===== src/vic_aggr_pkg.sv =====
// Shared constants and types for the victim/aggressor pattern control
package vic_aggr_pkg;

   // ------------------------------------------------------------------
   // Field widths
   // ------------------------------------------------------------------
   localparam int DATA_W_DEF = 32;
   localparam int MODE_W     = 3;
   localparam int LAG_W      = 5;
   localparam int SEL_W      = 2;
   localparam int CNT_W      = 32;
   localparam int SPACE_W    = 10;
   localparam int GIDX_W     = 8;

   // ------------------------------------------------------------------
   // Limits and reset values
   // ------------------------------------------------------------------
   localparam logic [LAG_W-1:0]   MAX_LAG     = 5'h18;
   localparam int                 LAG_DEPTH   = 24;
   localparam logic [CNT_W-1:0]   RST_CNT     = 32'h0;
   localparam logic [SPACE_W-1:0] RST_SPACE   = 10'h0;
   localparam logic [LAG_W-1:0]   RST_LAG     = 5'h0;

   // ------------------------------------------------------------------
   // Enumerations
   // ------------------------------------------------------------------
   typedef enum logic [MODE_W-1:0] {
      aggr_none             = 3'h0,
      aggr_const_high       = 3'h1,
      aggr_const_low        = 3'h2,
      aggr_copy             = 3'h3,
      aggr_inverse          = 3'h4,
      aggr_lag_victim       = 3'h5,
      victim_lag_aggr       = 3'h6,
      complex_calib_pattern = 3'h7
   } pattern_mode_e;

   typedef enum logic [SEL_W-1:0] {
      target_external      = 2'h0,
      target_rotate_nibble = 2'h1,
      target_rotate_byte   = 2'h2,
      target_rotate_full   = 2'h3
   } target_policy_e;

   typedef enum logic [3:0] {
      st_idle  = 4'h1,
      st_prime = 4'h2,
      st_issue = 4'h4,
      st_gap   = 4'h8
   } run_state_e;

endpackage // vic_aggr_pkg


===== src/lag_line.sv =====
// Per-command history line with a selectable tap
`timescale 1ns/100ps
module lag_line #(
   parameter int W     = 2,
   parameter int DEPTH = 24
) (
   input  wire logic         clk,      // System clock
   input  wire logic         sys_rst,  // Synchronous reset
   input  wire logic         shift_en, // Advance one command step
   input  wire logic [W-1:0] din,      // Current value
   input  wire logic [4:0]   tap_sel,  // Steps of delay, 0 = none
   output logic      [W-1:0] dout      // Delayed value
);
   logic [W-1:0] hist_reg  [DEPTH];
   logic [W-1:0] hist_next [DEPTH];

   always_comb begin
      hist_next = hist_reg;
      if (shift_en) begin
         hist_next[0] = din;
         for (int i = 1; i < DEPTH; i++) begin
            hist_next[i] = hist_reg[i-1];
         end
      end
   end

   always_ff @(posedge clk) begin
      if (sys_rst) begin
         for (int i = 0; i < DEPTH; i++) begin
            hist_reg[i] <= '0;
         end
      end else begin
         hist_reg <= hist_next;
      end
   end

   // Tap 0 is the present value, tap k the value k steps back
   always_comb begin
      if (tap_sel == 5'h0) begin
         dout = din;
      end else begin
         dout = hist_reg[tap_sel-5'h1];
      end
   end
endmodule // lag_line


===== src/lane_shaper.sv =====
// One data lane: picks base, victim-derived or held value
`timescale 1ns/100ps
module lane_shaper
   import vic_aggr_pkg::*;
(
   input  wire pattern_mode_e mode,       // Victim mode
   input  wire logic          is_victim,  // This lane is a victim
   input  wire logic          base_bit,   // Data-mode pattern bit
   input  wire logic          grp_victim, // Victim value of this group
   input  wire logic          lag_victim, // Delayed victim value
   input  wire logic          lag_aggr,   // Delayed aggressor value
   input  wire logic          calib_tog,  // Calibration phase
   output logic               lane_out    // Shaped lane value
);
   always_comb begin
      lane_out = base_bit;
      if (is_victim) begin
         if (mode == victim_lag_aggr) begin
            lane_out = lag_aggr;
         end
      end else begin
         case (mode)
            aggr_none:             lane_out = base_bit;
            aggr_const_high:       lane_out = 1'b1;
            aggr_const_low:        lane_out = 1'b0;
            aggr_copy:             lane_out = grp_victim;
            aggr_inverse:          lane_out = ~grp_victim;
            aggr_lag_victim:       lane_out = lag_victim;
            victim_lag_aggr:       lane_out = base_bit;
            complex_calib_pattern: lane_out = grp_victim ^ calib_tog;
            default:               lane_out = base_bit;
         endcase
      end
   end
endmodule // lane_shaper


===== src/victim_aggressor_pattern_ctrl.sv =====
// Victim/aggressor pattern, iteration and idle-insertion control
`timescale 1ns/100ps
module victim_aggressor_pattern_ctrl
   import vic_aggr_pkg::*;
#(
   parameter int DW = vic_aggr_pkg::DATA_W_DEF
) (
   input  wire logic                 clk,                     // Clock
   input  wire logic                 sys_rst,                 // Sync reset
   input  wire logic                 run_start,               // Start pulse
   input  wire logic [vic_aggr_pkg::MODE_W-1:0]
                                     aggressor_pattern_sel,   // Victim mode
   input  wire logic [vic_aggr_pkg::LAG_W-1:0]
                                     pattern_lag_cycles,      // Delay
   input  wire logic [vic_aggr_pkg::SEL_W-1:0]
                                     target_bit_policy,       // Victim pick
   input  wire logic [vic_aggr_pkg::CNT_W-1:0]
                                     command_count,           // Commands
   input  wire logic [vic_aggr_pkg::SPACE_W-1:0]
                                     idle_insert_spacing,     // M idles
   input  wire logic [vic_aggr_pkg::SPACE_W-1:0]
                                     burst_cmd_count,         // N per group
   input  wire logic [vic_aggr_pkg::GIDX_W-1:0]
                                     global_target_bit_index, // Victim bit
   input  wire logic [DW-1:0]        pattern_data,            // Data mode
   input  wire logic                 cmd_ready,               // UI ready
   output logic                      cmd_valid,               // UI valid
   output logic      [DW-1:0]        cmd_data,                // UI data
   output logic                      pattern_step,            // Data used
   output logic                      busy,                    // Running
   output logic                      run_done                 // Done pulse
);
   localparam int IW = $clog2(DW);

   // ------------------------------------------------------------------
   // State
   // ------------------------------------------------------------------
   run_state_e          state_reg, state_next;
   pattern_mode_e       mode_reg, mode_next;
   target_policy_e      sel_reg, sel_next;
   logic [LAG_W-1:0]    lag_reg, lag_next;
   logic [CNT_W-1:0]    rem_reg, rem_next;
   logic [SPACE_W-1:0]  m_reg, m_next;
   logic [SPACE_W-1:0]  n_reg, n_next;
   logic [SPACE_W-1:0]  burst_reg, burst_next;
   logic [SPACE_W-1:0]  gap_reg, gap_next;
   logic [IW-1:0]       gidx_reg, gidx_next;
   logic [IW-1:0]       rot_reg, rot_next;
   logic                tog_reg, tog_next;
   logic                valid_reg, valid_next;
   logic [DW-1:0]       data_reg, data_next;
   logic                step_reg, step_next;
   logic                busy_reg, busy_next;
   logic                done_reg, done_next;
   logic [DW-1:0]       vmask_reg, vgrp_reg, base_reg;

   logic                accept, last_cmd, gap_go, load;
   logic [IW-1:0]       vpos, gmask;
   logic [DW-1:0]       is_vic, grp_v, shaped;
   logic [1:0]          lag_out;

   assign accept   = valid_reg & cmd_ready;
   assign last_cmd = (rem_reg == 32'h1);
   assign gap_go   = (n_reg != RST_SPACE) && (m_reg != RST_SPACE) &&
                     (burst_reg + 10'h1 == n_reg);
   assign load     = (state_reg == st_prime) ||
                     (state_reg == st_issue && accept && !last_cmd &&
                      !gap_go) ||
                     (state_reg == st_gap && gap_reg == 10'h1);

   // ------------------------------------------------------------------
   // Victim placement
   // ------------------------------------------------------------------
   always_comb begin
      case (sel_reg)
         target_external: begin
            vpos  = gidx_reg;
            gmask = '1;
         end
         target_rotate_nibble: begin
            vpos  = rot_reg;
            gmask = IW'(3);
         end
         target_rotate_byte: begin
            vpos  = rot_reg;
            gmask = IW'(7);
         end
         target_rotate_full: begin
            vpos  = rot_reg;
            gmask = '1;
         end
         default: begin
            vpos  = gidx_reg;
            gmask = '1;
         end
      endcase
   end

   lag_line #(
      .W     (2),
      .DEPTH (LAG_DEPTH)
   ) u_lag (
      .clk      (clk),
      .sys_rst  (sys_rst),
      .shift_en (load),
      .din      ({pattern_data[vpos], pattern_data[vpos ^ IW'(1)]}),
      .tap_sel  (lag_reg),
      .dout     (lag_out)
   );

   for (genvar i = 0; i < DW; i++) begin : g_lane
      // One victim per group; every other lane is an aggressor
      assign is_vic[i] = (((IW'(i) ^ vpos) & gmask) == '0);
      assign grp_v[i]  = pattern_data[(IW'(i) & ~gmask) | (vpos & gmask)];
      lane_shaper u_lane (
         .mode       (mode_reg),
         .is_victim  (is_vic[i]),
         .base_bit   (pattern_data[i]),
         .grp_victim (grp_v[i]),
         .lag_victim (lag_out[1]),
         .lag_aggr   (lag_out[0]),
         .calib_tog  (tog_reg),
         .lane_out   (shaped[i])
      );
   end

   // ------------------------------------------------------------------
   // Run sequencing
   // ------------------------------------------------------------------
   always_comb begin
      state_next = state_reg;
      mode_next  = mode_reg;
      sel_next   = sel_reg;
      lag_next   = lag_reg;
      rem_next   = rem_reg;
      m_next     = m_reg;
      n_next     = n_reg;
      burst_next = burst_reg;
      gap_next   = gap_reg;
      gidx_next  = gidx_reg;
      rot_next   = rot_reg;
      tog_next   = tog_reg;
      valid_next = valid_reg;
      data_next  = data_reg;
      busy_next  = busy_reg;
      step_next  = 1'b0;
      done_next  = 1'b0;
      case (state_reg)
         st_idle: begin
            // A zero count is illegal; it is ignored rather than run
            if (run_start && command_count != RST_CNT) begin
               mode_next  = pattern_mode_e'(aggressor_pattern_sel);
               sel_next   = target_policy_e'(target_bit_policy);
               // Values above the limit would read past the end of the 24-entry history
               lag_next   = (pattern_lag_cycles > MAX_LAG) ?
                            MAX_LAG : pattern_lag_cycles;
               rem_next   = command_count;
               m_next     = idle_insert_spacing;
               n_next     = burst_cmd_count;
               gidx_next  = global_target_bit_index[IW-1:0];
               burst_next = RST_SPACE;
               rot_next   = '1;
               tog_next   = 1'b0;
               busy_next  = 1'b1;
               state_next = st_prime;
            end
         end
         st_prime: begin
            valid_next = 1'b1;
            state_next = st_issue;
         end
         st_issue: begin
            if (accept) begin
               rem_next = rem_reg - 32'h1;
               if (last_cmd) begin
                  valid_next = 1'b0;
                  done_next  = 1'b1;
                  busy_next  = 1'b0;
                  state_next = st_idle;
               end else if (gap_go) begin
                  valid_next = 1'b0;
                  gap_next   = m_reg;
                  burst_next = RST_SPACE;
                  state_next = st_gap;
               end else begin
                  burst_next = burst_reg + 10'h1;
               end
            end
         end
         st_gap: begin
            gap_next = gap_reg - 10'h1;
            if (gap_reg == 10'h1) begin
               valid_next = 1'b1;
               state_next = st_issue;
            end
         end
         default: begin
            state_next = st_idle;
            valid_next = 1'b0;
            busy_next  = 1'b0;
         end
      endcase
      if (load) begin
         data_next = shaped;
         step_next = 1'b1;
         rot_next  = rot_reg - IW'(1);
         tog_next  = ~tog_reg;
      end
   end

   always_ff @(posedge clk) begin
      if (sys_rst) begin
         state_reg <= st_idle;
         mode_reg  <= aggr_none;
         sel_reg   <= target_external;
         lag_reg   <= RST_LAG;
         rem_reg   <= RST_CNT;
         m_reg     <= RST_SPACE;
         n_reg     <= RST_SPACE;
         burst_reg <= RST_SPACE;
         gap_reg   <= RST_SPACE;
         gidx_reg  <= '0;
         rot_reg   <= '1;
         tog_reg   <= 1'b0;
         valid_reg <= 1'b0;
         data_reg  <= '0;
         step_reg  <= 1'b0;
         busy_reg  <= 1'b0;
         done_reg  <= 1'b0;
      end else begin
         state_reg <= state_next;
         mode_reg  <= mode_next;
         sel_reg   <= sel_next;
         lag_reg   <= lag_next;
         rem_reg   <= rem_next;
         m_reg     <= m_next;
         n_reg     <= n_next;
         burst_reg <= burst_next;
         gap_reg   <= gap_next;
         gidx_reg  <= gidx_next;
         rot_reg   <= rot_next;
         tog_reg   <= tog_next;
         valid_reg <= valid_next;
         data_reg  <= data_next;
         step_reg  <= step_next;
         busy_reg  <= busy_next;
         done_reg  <= done_next;
      end
   end

   assign cmd_valid    = valid_reg;
   assign cmd_data     = data_reg;
   assign pattern_step = step_reg;
   assign busy         = busy_reg;
   assign run_done     = done_reg;

   // ------------------------------------------------------------------
   // Checks
   // ------------------------------------------------------------------
   logic [CNT_W-1:0]   issued_reg;
   logic [SPACE_W-1:0] gap_run_reg;

   always_ff @(posedge clk) begin
      if (sys_rst) begin
         vmask_reg   <= '0;
         vgrp_reg    <= '0;
         base_reg    <= '0;
         issued_reg  <= RST_CNT;
         gap_run_reg <= RST_SPACE;
      end else begin
         if (load) begin
            vmask_reg <= is_vic;
            vgrp_reg  <= grp_v;
            base_reg  <= pattern_data;
         end
         if (state_reg == st_idle) begin
            issued_reg <= RST_CNT;
         end else if (accept) begin
            issued_reg <= issued_reg + 32'h1;
         end
         gap_run_reg <= (state_reg == st_gap) ?
                        gap_run_reg + 10'h1 : RST_SPACE;
      end
   end
endmodule // victim_aggressor_pattern_ctrl


===== config.mk =====
export PLATFORM = sky130hd
export DESIGN_NAME = victim_aggressor_pattern_ctrl
export DESIGN_NICKNAME = d
export VERILOG_FILES = /design/src/vic_aggr_pkg.sv /design/src/lag_line.sv /design/src/lane_shaper.sv /design/src/victim_aggressor_pattern_ctrl.sv
export SDC_FILE = /design/constraint.sdc
export NUM_CORES = 1
export LEC_CHECK = 0
export BUFFER_PORTS_ARGS = -buffer_cell sky130_fd_sc_hd__buf_2
export CORE_ASPECT_RATIO = 0.6
export CORE_UTILIZATION = 60
export DETAILED_ROUTE_END_ITERATION = 6
export PLACE_DENSITY = 0.81
export SYNTH_ARGS = -nofsm -noshare
export SYNTH_HDL_FRONTEND = slang
export SYNTH_HIERARCHICAL = 1
export SYNTH_SLANG_ARGS = --single-unit

===== constraint.sdc =====
create_clock -name clk -period 4.8 [get_ports clk]
set_input_delay 0.72 -clock clk [delete_from_list [all_inputs] [get_ports clk]]
set_output_delay 0.72 -clock clk [all_outputs]
set_load 0.1 [all_outputs]

Yosys cells after proc, flatten, opt, wreduce, memory -nomap -nowiden
Index checks and enable logic that the tools add are counted.
W data, S select, Z words.
Cells by class
  add/subtract/negate cells: 5
  magnitude comparators: 36
  bitwise operators: 166
  reductions and logical operators: 66
  mux-type cells: 206
  eq/ne operators: 24
Operators with widths (count)
  $pmux W1 S7: 32
  $lt A5 B6 Y1 const B: 34
  $bmux W1 S5: 34
  $logic_not A5 Y1: 33
  $and A5 B5 Y5: 32
  $mux W1: 110
  $or A5 B5 Y5: 16
  $mux W10: 7
  $mux W32: 2
  $pmux W32 S2: 1
  $not A1 Y1: 42
  $or A4 B5 Y5: 8
  $pmux W10 S2: 2
  $eq A32 B1 Y1 const B: 1
  $reduce_bool A32 Y1: 1
  $sub A32 B1 Y32 const B: 1
  $xor A1 B1 Y1: 32
  $not A3 Y3: 10
  $mux W4: 5
  $mux W5: 4
  $not A2 Y2: 10
  $not A4 Y4: 5
  $or A3 B5 Y5: 4
  $reduce_and A4 Y1: 5
  other kinds (42): 72
Word-level totals
  output and inout port bits: 36
  bits of input ports: 106
  register bits: 181
  word-level logic and storage cells: 544

Depth between registers and ports, before layout
Gate-level depths: netlist (run 1).
  depth in word-level cells: 10
  depth in mapped cells: 18
  gate-level depth less buffers: 16

Cells and area by module
Netlist (run 1), hierarchy kept.
By module, submodules not included
  victim_aggressor_pattern_ctrl: seq. area each 2662.6 µm², instances 1, area an instance 7559.8 µm², cells an instance 1014
  lane_shaper: seq. area each 0.0 µm², instances 32, area an instance 86.3 µm², cells an instance 14
  lag_line: seq. area each 960.9 µm², instances 1, area an instance 2273.4 µm², cells an instance 215

Least setup slack after synthesis (run 1)
No wires, ideal clock.
  kind: flip-flop to flip-flop
  start point: register mode_reg[2]
  end point: register data_reg[0], in the netlist cmd_data[0]
  data required time: 4668 ps
  library setup time: 132 ps
  data arrival time: 3762 ps
  slack: 906 ps
  path buffers: 0
  cell stages (with the launch flop): 6
  path through: dfxtp_1 -> nand3_1 -> xnor2_1 -> a211o_1 -> nand2_1 -> a21oi_1
On the way
  longest elaborated chain between the ends: 4
Ends and longest elaborated chain
  start: declaration: line victim_aggressor_pattern_ctrl.sv:39  | pattern_mode_e mode_reg, mode_next;
  start signal: assignment: line victim_aggressor_pattern_ctrl.sv:214  | mode_reg <= aggr_none;
  start signal: assignment: line victim_aggressor_pattern_ctrl.sv:232  | mode_reg <= mode_next;
  $eq A3 B3 Y1 or $logic_not A3 Y1 (tied branches): line lane_shaper.sv:18, lane_shaper.sv:22
  $reduce_or A2 Y1 (no source line)
  $pmux W1 S7: line lane_shaper.sv:22  | case (mode)
  $mux W1 *: line lane_shaper.sv:17  | if (is_victim) begin
  named net shaped[0]: line victim_aggressor_pattern_ctrl.sv:59  | logic [DW-1:0] is_vic, grp_v, shaped;
  end signal: assignment: line victim_aggressor_pattern_ctrl.sv:244  | data_reg <= data_next;
  end: declaration: line victim_aggressor_pattern_ctrl.sv:51  | logic [DW-1:0] data_reg, data_next;
Mark *: on every way through the listed nets, which the timed path passes. The rest lies on a longest branch.
A chain may end at the register's enable or synchronous reset.

Worst setup path in the final report (run 1)
  start point: register sel_reg[1]
  end point: register data_reg[26], in the netlist cmd_data[26]
On the way
  longest elaborated chain between the ends: 10
Ends and longest elaborated chain
  start: declaration: line victim_aggressor_pattern_ctrl.sv:40  | target_policy_e sel_reg, sel_next;
  start signal: assignment: line victim_aggressor_pattern_ctrl.sv:215  | sel_reg <= target_external;
  start signal: assignment: line victim_aggressor_pattern_ctrl.sv:233  | sel_reg <= sel_next;
  $eq A2 B2 Y1 (tied with other cells): line victim_aggressor_pattern_ctrl.sv:75  | case (sel_reg)
  $reduce_or A3 Y1 (no source line) or $reduce_or A2 Y1 (tied branches)
  $pmux W5 S2 or $pmux W5 S3 (tied branches): line victim_aggressor_pattern_ctrl.sv:75
  $and A5 B5 Y5 or $not A5 Y5 (tied branches): line victim_aggressor_pattern_ctrl.sv:114  | assign grp_v[i] = pattern_data[(IW'(i) & ~gmask) | (vpos & gmask)];
  $or A5 B5 Y5: line victim_aggressor_pattern_ctrl.sv:114
  $bmux W1 S5: line victim_aggressor_pattern_ctrl.sv:114
  $mux W1 (implied by the code): line victim_aggressor_pattern_ctrl.sv:114
  $xor A1 B1 Y1 or $not A1 Y1 (tied branches): line lane_shaper.sv:30, lane_shaper.sv:27
  $pmux W1 S7: line lane_shaper.sv:22
  $mux W1 *: line lane_shaper.sv:17
  named net shaped[26]: line victim_aggressor_pattern_ctrl.sv:59
Mark *: on every way through the listed nets, which the timed path passes. The rest lies on a longest branch. The select of a mux whose other input is x is not followed.

==> results.tsv, run 1 <==
metric	value	unit
status	finished clean	
Root Driver	clkbuf_16	
drt first-iter violations	1510	
Flop pwr share	24.9	%
half-perimeter wire length after detailed placement	25500	microns
Placer Congestion	0.978	
Max-slew headroom	18.0	%
adder-cell share of the synthesized area	0.894	%
Pins Over Slew Limit	0	
Fin Setup TNS	0	ps
Synth Area in Simple Gates	28.1	%
Arr. time, crit path	4730	ps
core area	20300	sq um
filler cell count	1738	
endpoint type of the worst setup path	register	
top cell type's share of synthesized area	28.8	%
cell area after layout	14100	sq um
Clk pwr share	17.3	%
Comb pwr share	57.8	%
Residual DRC	0	
mux share of post-synthesis cell area	12.5	%
post-synthesis async set-or-reset flop share	0	%
synthesized flop and latch total	181	
Mapped Cells	1677	
multi-input logic area	8300	sq um
Final period util	90.8	%
skew final	9.10	ps
hold path cells	2	
Die W	189	microns
Largest register FFs	48	
worst hold path class	register to register	
first-pass GRT wire length	59700	microns
Final nets	1895	
Pint	4030	uW
number of port buffers	138	
total gr overflow	0	
placed inst area	13500	sq um
sequential element share of the synthesized area	28.8	%
initial antenna violation count	0	
P_leak	0.00545	uW
final WL	36900	microns
CTS buffer count	17	
CTS tree	done	
Sw Share	50.4	%
xor/xnor share of the synthesized area	3.47	%
worst-margin pin slew	1230	ps
n_diodes	0	
Synth Flop Type	dfxtp_1	
number of library cell types mapped by synthesis	93	
vias in the first global route	11510	
placed cells	2034	
cell area after synthesis	12600	sq um
Top Ports	142	
drt pass-1 iters	6	
clk buf depth	2	
Via Count	13030	
antenna violation net count after detailed routing	0	
Die Height	114	microns
hold buffers post-CTS	0	
drt wl/cell	17.9	microns
Overall Global Routing Usage	34.1	%
Reg2Reg Depth	15	
CTS clk-pin slew, worst paths	70	ps
MaxCap Viol Count	0	
final cell count without fillers	2066	
crit start category	register	
endpoints failing hold	0	
mean post-synth cell area	7.51	sq um
cts repair resizes	0	
initial core utilization	62.1	%
EDFF count, synth	0	
Std-Cell Rows	40	
pwr/cell area	578	nW/um^2
Pwr Total	8120	uW
Peak VDD IR	353	uV
FF+latch area	3630	sq um
crit path time final	4360	ps
RSZ-0062 raised after global routing	false	
CP max FO	24	
Critical Path RT	5170	ps
largest family of logic cells by synthesized area	simple AND/OR/NAND/NOR gates	
commonest non-fill, non-tap cell in the layout	nand2_1	
Psw	4100	uW
layout overhead on the synthesized area	11.6	%
Area contributors post-synth	dfxtp_1 29%, mux2i_1 10%, nand2_1 8.3%, a21oi_1 4.8%, nor2_1 4.3%	
CTS H-tree depth	4	
Post-Syn Nets	1792	
final setup violation count	0	
YS warnings	6	
post-CTS setup buffers	0	
most frequent cells in the layout	278 x nand2_1, 177 x dfxtp_1, 142 x nor2_1	
vias per inst	6.31	
worst skew pair latency	440	ps
Yosys top cell by area	dfxtp_1	
f_max	229	MHz
Setup CP Type	register to register	
post-synthesis compound-gate area fraction	20.8	%
CTS sink cnt	181	
largest net degree at the start of global routing	121	
share of layout cells above drive strength 1	14.3	%
die area	21600	sq um
## metal layers
layer	track usage (%)	vias to the layer above	wire length, microns
met1	51.5	6104	17600
met4	6.72	0	271
li1	-	6276	-
met5	0	-	0
met2	48.6	623	15200
met3	8.12	27	3870
## worst max-delay path: stages (launching register included)
cell	delay, ps
dfxtp_1	320
inv_1	80
ha_1	400
mux2i_4	280
buf_4	390
mux2i_1	220
mux2_2	360
o21ai_0	250
mux2i_1	110
o21ai_0	890
inv_1	140
and3_1	220
a2111oi_1	280
a211o_1	140
nand2_1	50
a21oi_1	160
## synth_stat cells (4+ instances only)
library cell  number
buf_6              6
nand4_1            6
clkbuf_1          57
mux2_2             4
buf_4              5
or3_1             37
nand3b_1           6
nor3_1            33
o211ai_1           4
o41ai_1            5
nor2b_1           15
o21ai_0           88
nand2_1          278
or2_2              8
a31oi_1            7
xnor2_1           41
a221oi_1           5
a211oi_1          18
a211o_1           34
nor4_1            22
mux2i_1          127
mux4_2             7
and3_1            35
nand3_1           97
a22oi_1            5
nor4b_1            4
buf_2              7
dfxtp_1          181
o211a_1            4
o31ai_1           11
nand2b_1           6
xor2_1             7
ha_1               9
a2111oi_1         32
nor2_1           143
or2_1              4
o22ai_1           39
a21oi_1          121
nand4b_1           4
inv_1             80
## worst paths after layout
check / end / startpoint / slack, ps
setup / recovery: cmd_data[26]$_SDFFE_PP0P_ / sel_reg[1]$_SDFFE_PP0P_ / 440
hold / removal: cmd_data[16]$_SDFFE_PP0P_ / cmd_data[16]$_SDFFE_PP0P_ / 450
hold reg to reg: cmd_data[16]$_SDFFE_PP0P_ / cmd_data[16]$_SDFFE_PP0P_ / 450
setup reg to reg: cmd_data[26]$_SDFFE_PP0P_ / sel_reg[1]$_SDFFE_PP0P_ / 440
## stage by stage
step                      setup WS [ps]  utilization, %  hold WS, ps
after detailed placement            628            66.5          441
after global placement              712            66.5          434
final                               441            69.4          450
after global routing               64.4            69.4          466
after CTS                           560            69.4          451
after floorplan                     906               -          435
## power by group through the flow
stage	combinational [uW]	clock, uW	sequential [uW]
global route	5100	1480	2060
global placement	4440	0	2030
CTS	4580	1410	2010
detailed placement	4550	0	2040
floorplan	3150	0	2290
finish	4700	1400	2020
## cell families (layout without fill, tap and decap cells)
logic type,Yosys count,count (layout)
AO/OA/AOI/OAI,401,401
AND/OR/NAND/NOR,731,731
XOR/XNOR,49,49
multiplexers,143,143
flip-flops,181,181
buffers and inverters,163,279
adder cells (fa/ha/maj),9,9
## final cells by class
type / count / area share (%)
sequential: 181 / 25.8
tap: 273 / 2.43
clock buffer: 18 / 3.12
timing repair buffer: 164 / 6.32
inverter: 83 / 2.24
clock inverter: 14 / 1.01
multi-input combinational: 1333 / 59.0
(Power assumes the default switching activity.)
==> inputs of run 2 (changes only) <==
Settings changed: CELL_PAD_IN_SITES_DETAIL_PLACEMENT set to 1, CELL_PAD_IN_SITES_GLOBAL_PLACEMENT set to 2, CORE_UTILIZATION 60 to 35, PLACE_DENSITY 0.81 to unset, PLACE_DENSITY_LB_ADDON set to 0.1.
==> results.tsv, run 2 (synthesized netlist as in run 1, its figures left out) <==
metric	value	unit	change
status	finished clean		
Max-slew headroom	25.7	%	+7.6 points
pwr/cell area	589	nW/um^2	+2.0%
vias in the first global route	12669		+10%
Peak VDD IR	309	uV	-13%
crit start category	register		
die area	36800	sq um	+70%
Arr. time, crit path	4680	ps	-50 ps
Largest register FFs	48		unchanged
Top Ports	142		unchanged
CTS H-tree depth	4		unchanged
Final Util	40.9	%	-28 points
Die W	247	microns	+31%
worst skew pair latency	460	ps	+20 ps
total gr overflow	0		unchanged
endpoint type of the worst setup path	register		
worst-margin pin slew	1100	ps	-126 ps
Placer Congestion	0.874		-11%
Via Count	13023		-0.054%
layout overhead on the synthesized area	14.5	%	
CTS clk-pin slew, worst paths	80	ps	about the same
Pint	4140	uW	+2.8%
drt first-iter violations	777		-49%
MaxCap Viol Count	0		unchanged
worst hold path class	register to register		
CTS buffer count	17		unchanged
CTS tree	done		
initial core utilization	35.8	%	-26 points
Pins Over Slew Limit	0		unchanged
share of layout cells above drive strength 1	14.4	%	+0.088 points
CP max FO	32		+33%
Std-Cell Rows	53		+33%
drt wl/cell	20.2	microns	+13%
endpoints failing hold	0		unchanged
half-perimeter wire length after detailed placement	32700	microns	+28%
Clk pwr share	18.2	%	+0.9 points
post-CTS setup buffers	0		unchanged
Setup CP Type	register to register		
initial antenna violation count	3		+3
most frequent cells in the layout	278 x nand2_1, 177 x dfxtp_1, 142 x nor2_1		
number of port buffers	138		unchanged
crit path time final	4310	ps	-48.9 ps
clk buf depth	2		unchanged
Fin Setup TNS	0	ps	unchanged
Root Driver	clkbuf_16		
CTS sink cnt	181		unchanged
core area	35200	sq um	+74%
Final nets	1898		+0.16%
final WL	45900	microns	+24%
final setup violation count	0		unchanged
f_max	232	MHz	+1.1%
skew final	15.4	ps	+6.28 ps
first-pass GRT wire length	72100	microns	+21%
Sw Share	51.2	%	+0.80 points
filler cell count	4374		+150%
drt pass-1 iters	5		-1
Residual DRC	0		unchanged
Psw	4350	uW	+6.2%
Critical Path RT	5170	ps	about the same
Flop pwr share	23.6	%	-1.3 points
Overall Global Routing Usage	24.9	%	-9.2 points
vias per inst	5.75		-8.8%
largest net degree at the start of global routing	114		-5.8%
antenna violation net count after detailed routing	0		unchanged
commonest non-fill, non-tap cell in the layout	nand2_1		
Die Height	149	microns	+30%
RSZ-0062 raised after global routing	false		
Comb pwr share	58.2	%	+0.4 points
P_leak	0.00550	uW	+0.85%
Final period util	89.8	%	-1.0 points
[run 2: cell count changes in the layout (fill, tap and decap cells not counted), moves of 2 or more]
cell      delta
clkinv_2     -3
buf_12       +2
inv_8        +2
inv_6        -3
diode_2      +2
[run 2: area by class of cell]
| cell class | instances | area, sq um | share of cell area, % |
|---|---|---|---|
| clock inverter | 12 | 158 | 1.09 |
| timing repair buffer | 167 | 940 | 6.52 |
| clock buffer | 20 | 468 | 3.25 |
| antenna | 2 | 5.00 | 0.0347 |
| multi-input combinational | 1333 | 8310 | 57.7 |
| tap | 467 | 584 | 4.05 |
| sequential | 181 | 3630 | 25.2 |
| inverter | 83 | 317 | 2.20 |
[run 2: path summary, 6_finish.rpt]
kind	from	endpoint	slack, ps	cells past startpoint
hold reg to reg	cmd_data[9]$_SDFFE_PP0P_	cmd_data[9]$_SDFFE_PP0P_	450	2
setup reg to reg	sel_reg[1]$_SDFFE_PP0P_	cmd_data[22]$_SDFFE_PP0P_	490	17
setup / recovery	sel_reg[1]$_SDFFE_PP0P_	cmd_data[22]$_SDFFE_PP0P_	490	17
hold / removal	cmd_data[9]$_SDFFE_PP0P_	cmd_data[9]$_SDFFE_PP0P_	450	2
[run 2: what timing repair did]
item,CTS,global route
resized for setup,0,1
hold buffers,0,0
setup endpoints to repair,0,3
[run 2: power by group through the flow]
| stage | registers (uW) | logic, uW | clock network [uW] |
|---|---|---|---|
| 6_report | 2010 | 4940 | 1540 |
| 5_1_grt | 2050 | 5380 | 1640 |
| 3_5_place_dp | 2040 | 4890 | 0 |
| 2_1_floorplan | 2290 | 3150 | 0 |
| 4_1_cts | 2000 | 4910 | 1590 |
| 3_3_place_gp | 2020 | 4780 | 0 |
[run 2: per-stage QoR]
stage               setup WS [ps]  area [sq um]  cells  hold slack [ps]  power (uW)
finish                        490         14400   2265              449        8490
CTS                           418         14400   2263              451        8490
detailed placement            485         13800   2231              442        6920
floorplan                     906         12600   1677              435        5440
global route                 71.2         14400   2265              470        9070
global placement              625         13800   2231              435        6800
[run 2: worst max-delay path: stages (launching register included)]
cell,delay (ps)
dfxtp_1,320
inv_1,70
ha_1,420
mux2i_4,320
buf_12,230
mux2i_1,160
mux2i_1,400
nand2_1,100
o211ai_1,100
o21ai_0,100
o21ai_0,480
a211o_1,250
buf_12,210
o21ai_0,110
a2111oi_1,510
a211o_1,180
nand2_1,60
a21oi_1,170
[run 2: routing by layer]
metal  global-route usage (%)  share of wire [%]  up-vias
li1                         -                  -     6278
met1                     38.9                 54     6504
met2                     35.8                 42      213
met3                     3.31                3.6       26
met4                     4.94               0.92        2
met5                        0              0.037        -
==> inputs of run 3 (changes only) <==
--- a/config.mk
+++ b/config.mk
@@ -9,5 +9,4 @@
 export CELL_PAD_IN_SITES_DETAIL_PLACEMENT = 1
 export CELL_PAD_IN_SITES_GLOBAL_PLACEMENT = 2
-export CORE_ASPECT_RATIO = 0.6
 export CORE_UTILIZATION = 35
 export DETAILED_ROUTE_END_ITERATION = 6
==> constraint.sdc (replaced) <==
create_clock -name clk -period 4.8 [get_ports clk]
set_input_delay 0.96 -clock clk [delete_from_list [all_inputs] [get_ports clk]]
set_output_delay 0.96 -clock clk [all_outputs]
set_load 0.1 [all_outputs]
==> results.tsv, run 3 (synthesized netlist as in run 1, its figures left out) <==
metric	value	unit	change
status	finished clean		
Comb pwr share	56.5	%	-1.7 points
CTS sink cnt	181		unchanged
Peak VDD IR	329	uV	+6.4%
number of port buffers	138		unchanged
Top Ports	142		unchanged
Sw Share	49.3	%	-1.9 points
Pwr Total	8340	uW	-1.8%
Die W	192	microns	-22%
cts repair resizes	0		unchanged
CTS buffer count	17		unchanged
layout overhead on the synthesized area	14.8	%	
pwr/cell area	577	nW/um^2	-2.0%
placed inst area	13800	sq um	+0.15%
filler cell count	4409		+0.80%
Arr. time, crit path	4610	ps	-70 ps
Max-slew headroom	24.6	%	-1.1 points
clk buf depth	2		unchanged
worst-margin pin slew	1120	ps	+15.9 ps
Setup CP Type	register to register		
f_max	236	MHz	+1.7%
skew final	12.7	ps	-2.70 ps
Setup WS pre-CTS	576	ps	+91.6 ps
Final Util	40.7	%	-0.20 points
CTS clk-pin slew, worst paths	80	ps	about the same
worst skew pair latency	450	ps	about the same
crit start category	register		
CP max FO	20		-38%
P_leak	0.00552	uW	+0.44%
Final period util	88.3	%	-1.5 points
most frequent cells in the layout	278 x nand2_1, 177 x dfxtp_1, 142 x nor2_1		
initial core utilization	35.5	%	-0.27 points
vias per inst	5.61		-2.3%
drt first-iter violations	589		-24%
Final nets	1900		+0.11%
hold buffers post-CTS	0		unchanged
endpoint type of the worst setup path	register		
Critical Path RT	5170	ps	about the same
worst hold path class	register to register		
post-CTS setup buffers	0		unchanged
Residual DRC	0		unchanged
Die Height	192	microns	+29%
Flop pwr share	24.4	%	+0.8 points
Clk pwr share	19.1	%	+0.9 points
final setup violation count	0		unchanged
Placer Congestion	0.820		-6.2%
crit path time final	4240	ps	-73.2 ps
CTS H-tree depth	4		unchanged
Psw	4110	uW	-5.5%
n_diodes	0		-2
Std-Cell Rows	69		+30%
die area	36800	sq um	about the same
Pins Over Slew Limit	0		unchanged
endpoints failing hold	0		unchanged
CTS tree	done		
final WL	41500	microns	-9.4%
commonest non-fill, non-tap cell in the layout	nand2_1		
Largest register FFs	48		unchanged
drt wl/cell	18.4	microns	-9.2%
final worst setup slack	563	ps	+73.2 ps
total gr overflow	0		unchanged
Overall Global Routing Usage	22.8	%	-2.1 points
half-perimeter wire length after detailed placement	29100	microns	-11%
Root Driver	clkbuf_16		
Via Count	12684		-2.6%
Fin Setup TNS	0	ps	unchanged
share of layout cells above drive strength 1	14.4	%	+0.040 points
cell area after layout	14500	sq um	+0.28%
Pint	4230	uW	+2.1%
initial antenna violation count	0		-3
antenna violation net count after detailed routing	0		unchanged
vias in the first global route	12497		-1.4%
core area	35500	sq um	+0.77%
first-pass GRT wire length	67200	microns	-6.8%
largest net degree at the start of global routing	114		unchanged
MaxCap Viol Count	0		unchanged
RSZ-0062 raised after global routing	false		
drt pass-1 iters	4		-1
-- run 3: layer usage --
layer / GRT usage [%] / wire, microns / vias to the layer above
li1: - / - / 6279
met4: 6.26 / 682 / 0
met1: 29.5 / 19600 / 6194
met2: 39.7 / 20200 / 175
met5: 0 / 0 / -
met3: 2.65 / 1070 / 36
-- run 3: path summary, 6_finish.rpt --
path	from	to	slack, ps	depth (start not counted)
worst max-delay path	sel_reg[1]$_SDFFE_PP0P_	cmd_data[14]$_SDFFE_PP0P_	560	14
worst min-delay path	cmd_data[7]$_SDFFE_PP0P_	cmd_data[7]$_SDFFE_PP0P_	450	2
worst max register to register	sel_reg[1]$_SDFFE_PP0P_	cmd_data[14]$_SDFFE_PP0P_	560	14
worst min register to register	cmd_data[7]$_SDFFE_PP0P_	cmd_data[7]$_SDFFE_PP0P_	450	2
-- run 3: layout make-up --
cell class	count	area, sq um	area share, %
clock buffer	21	460	3.19
clock inverter	11	190	1.32
inverter	83	317	2.19
multi-input combinational	1333	8310	57.5
sequential	181	3630	25.1
tap	461	577	3.99
timing repair buffer	169	967	6.69
-- run 3: per-stage QoR --
stage	hold slack (ps)	instances
5_1_grt	471	2259
3_3_place_gp	435	2227
4_1_cts	454	2259
2_1_floorplan	435	1677
3_5_place_dp	444	2227
6_report	449	2259
-- run 3: critical path, stage by stage, from the launching register on --
cell       delay, ps
dfxtp_1          320
inv_1             80
ha_1             230
mux2i_4          660
buf_4            260
mux2_2           390
o21ai_0          240
mux2i_1          100
o21ai_0          760
inv_1            180
and3_1           230
a2111oi_1        340
a211o_1          160
nand2_1           50
a21oi_1          150
-- run 3: power groups by stage --
stage	Combinational (uW)	Sequential [uW]	Clock [uW]
4_1_cts	4750	2030	1640
3_3_place_gp	4650	2060	0
6_report	4720	2030	1590
3_5_place_dp	4740	2070	0
2_1_floorplan	3150	2290	0
5_1_grt	5200	2080	1700
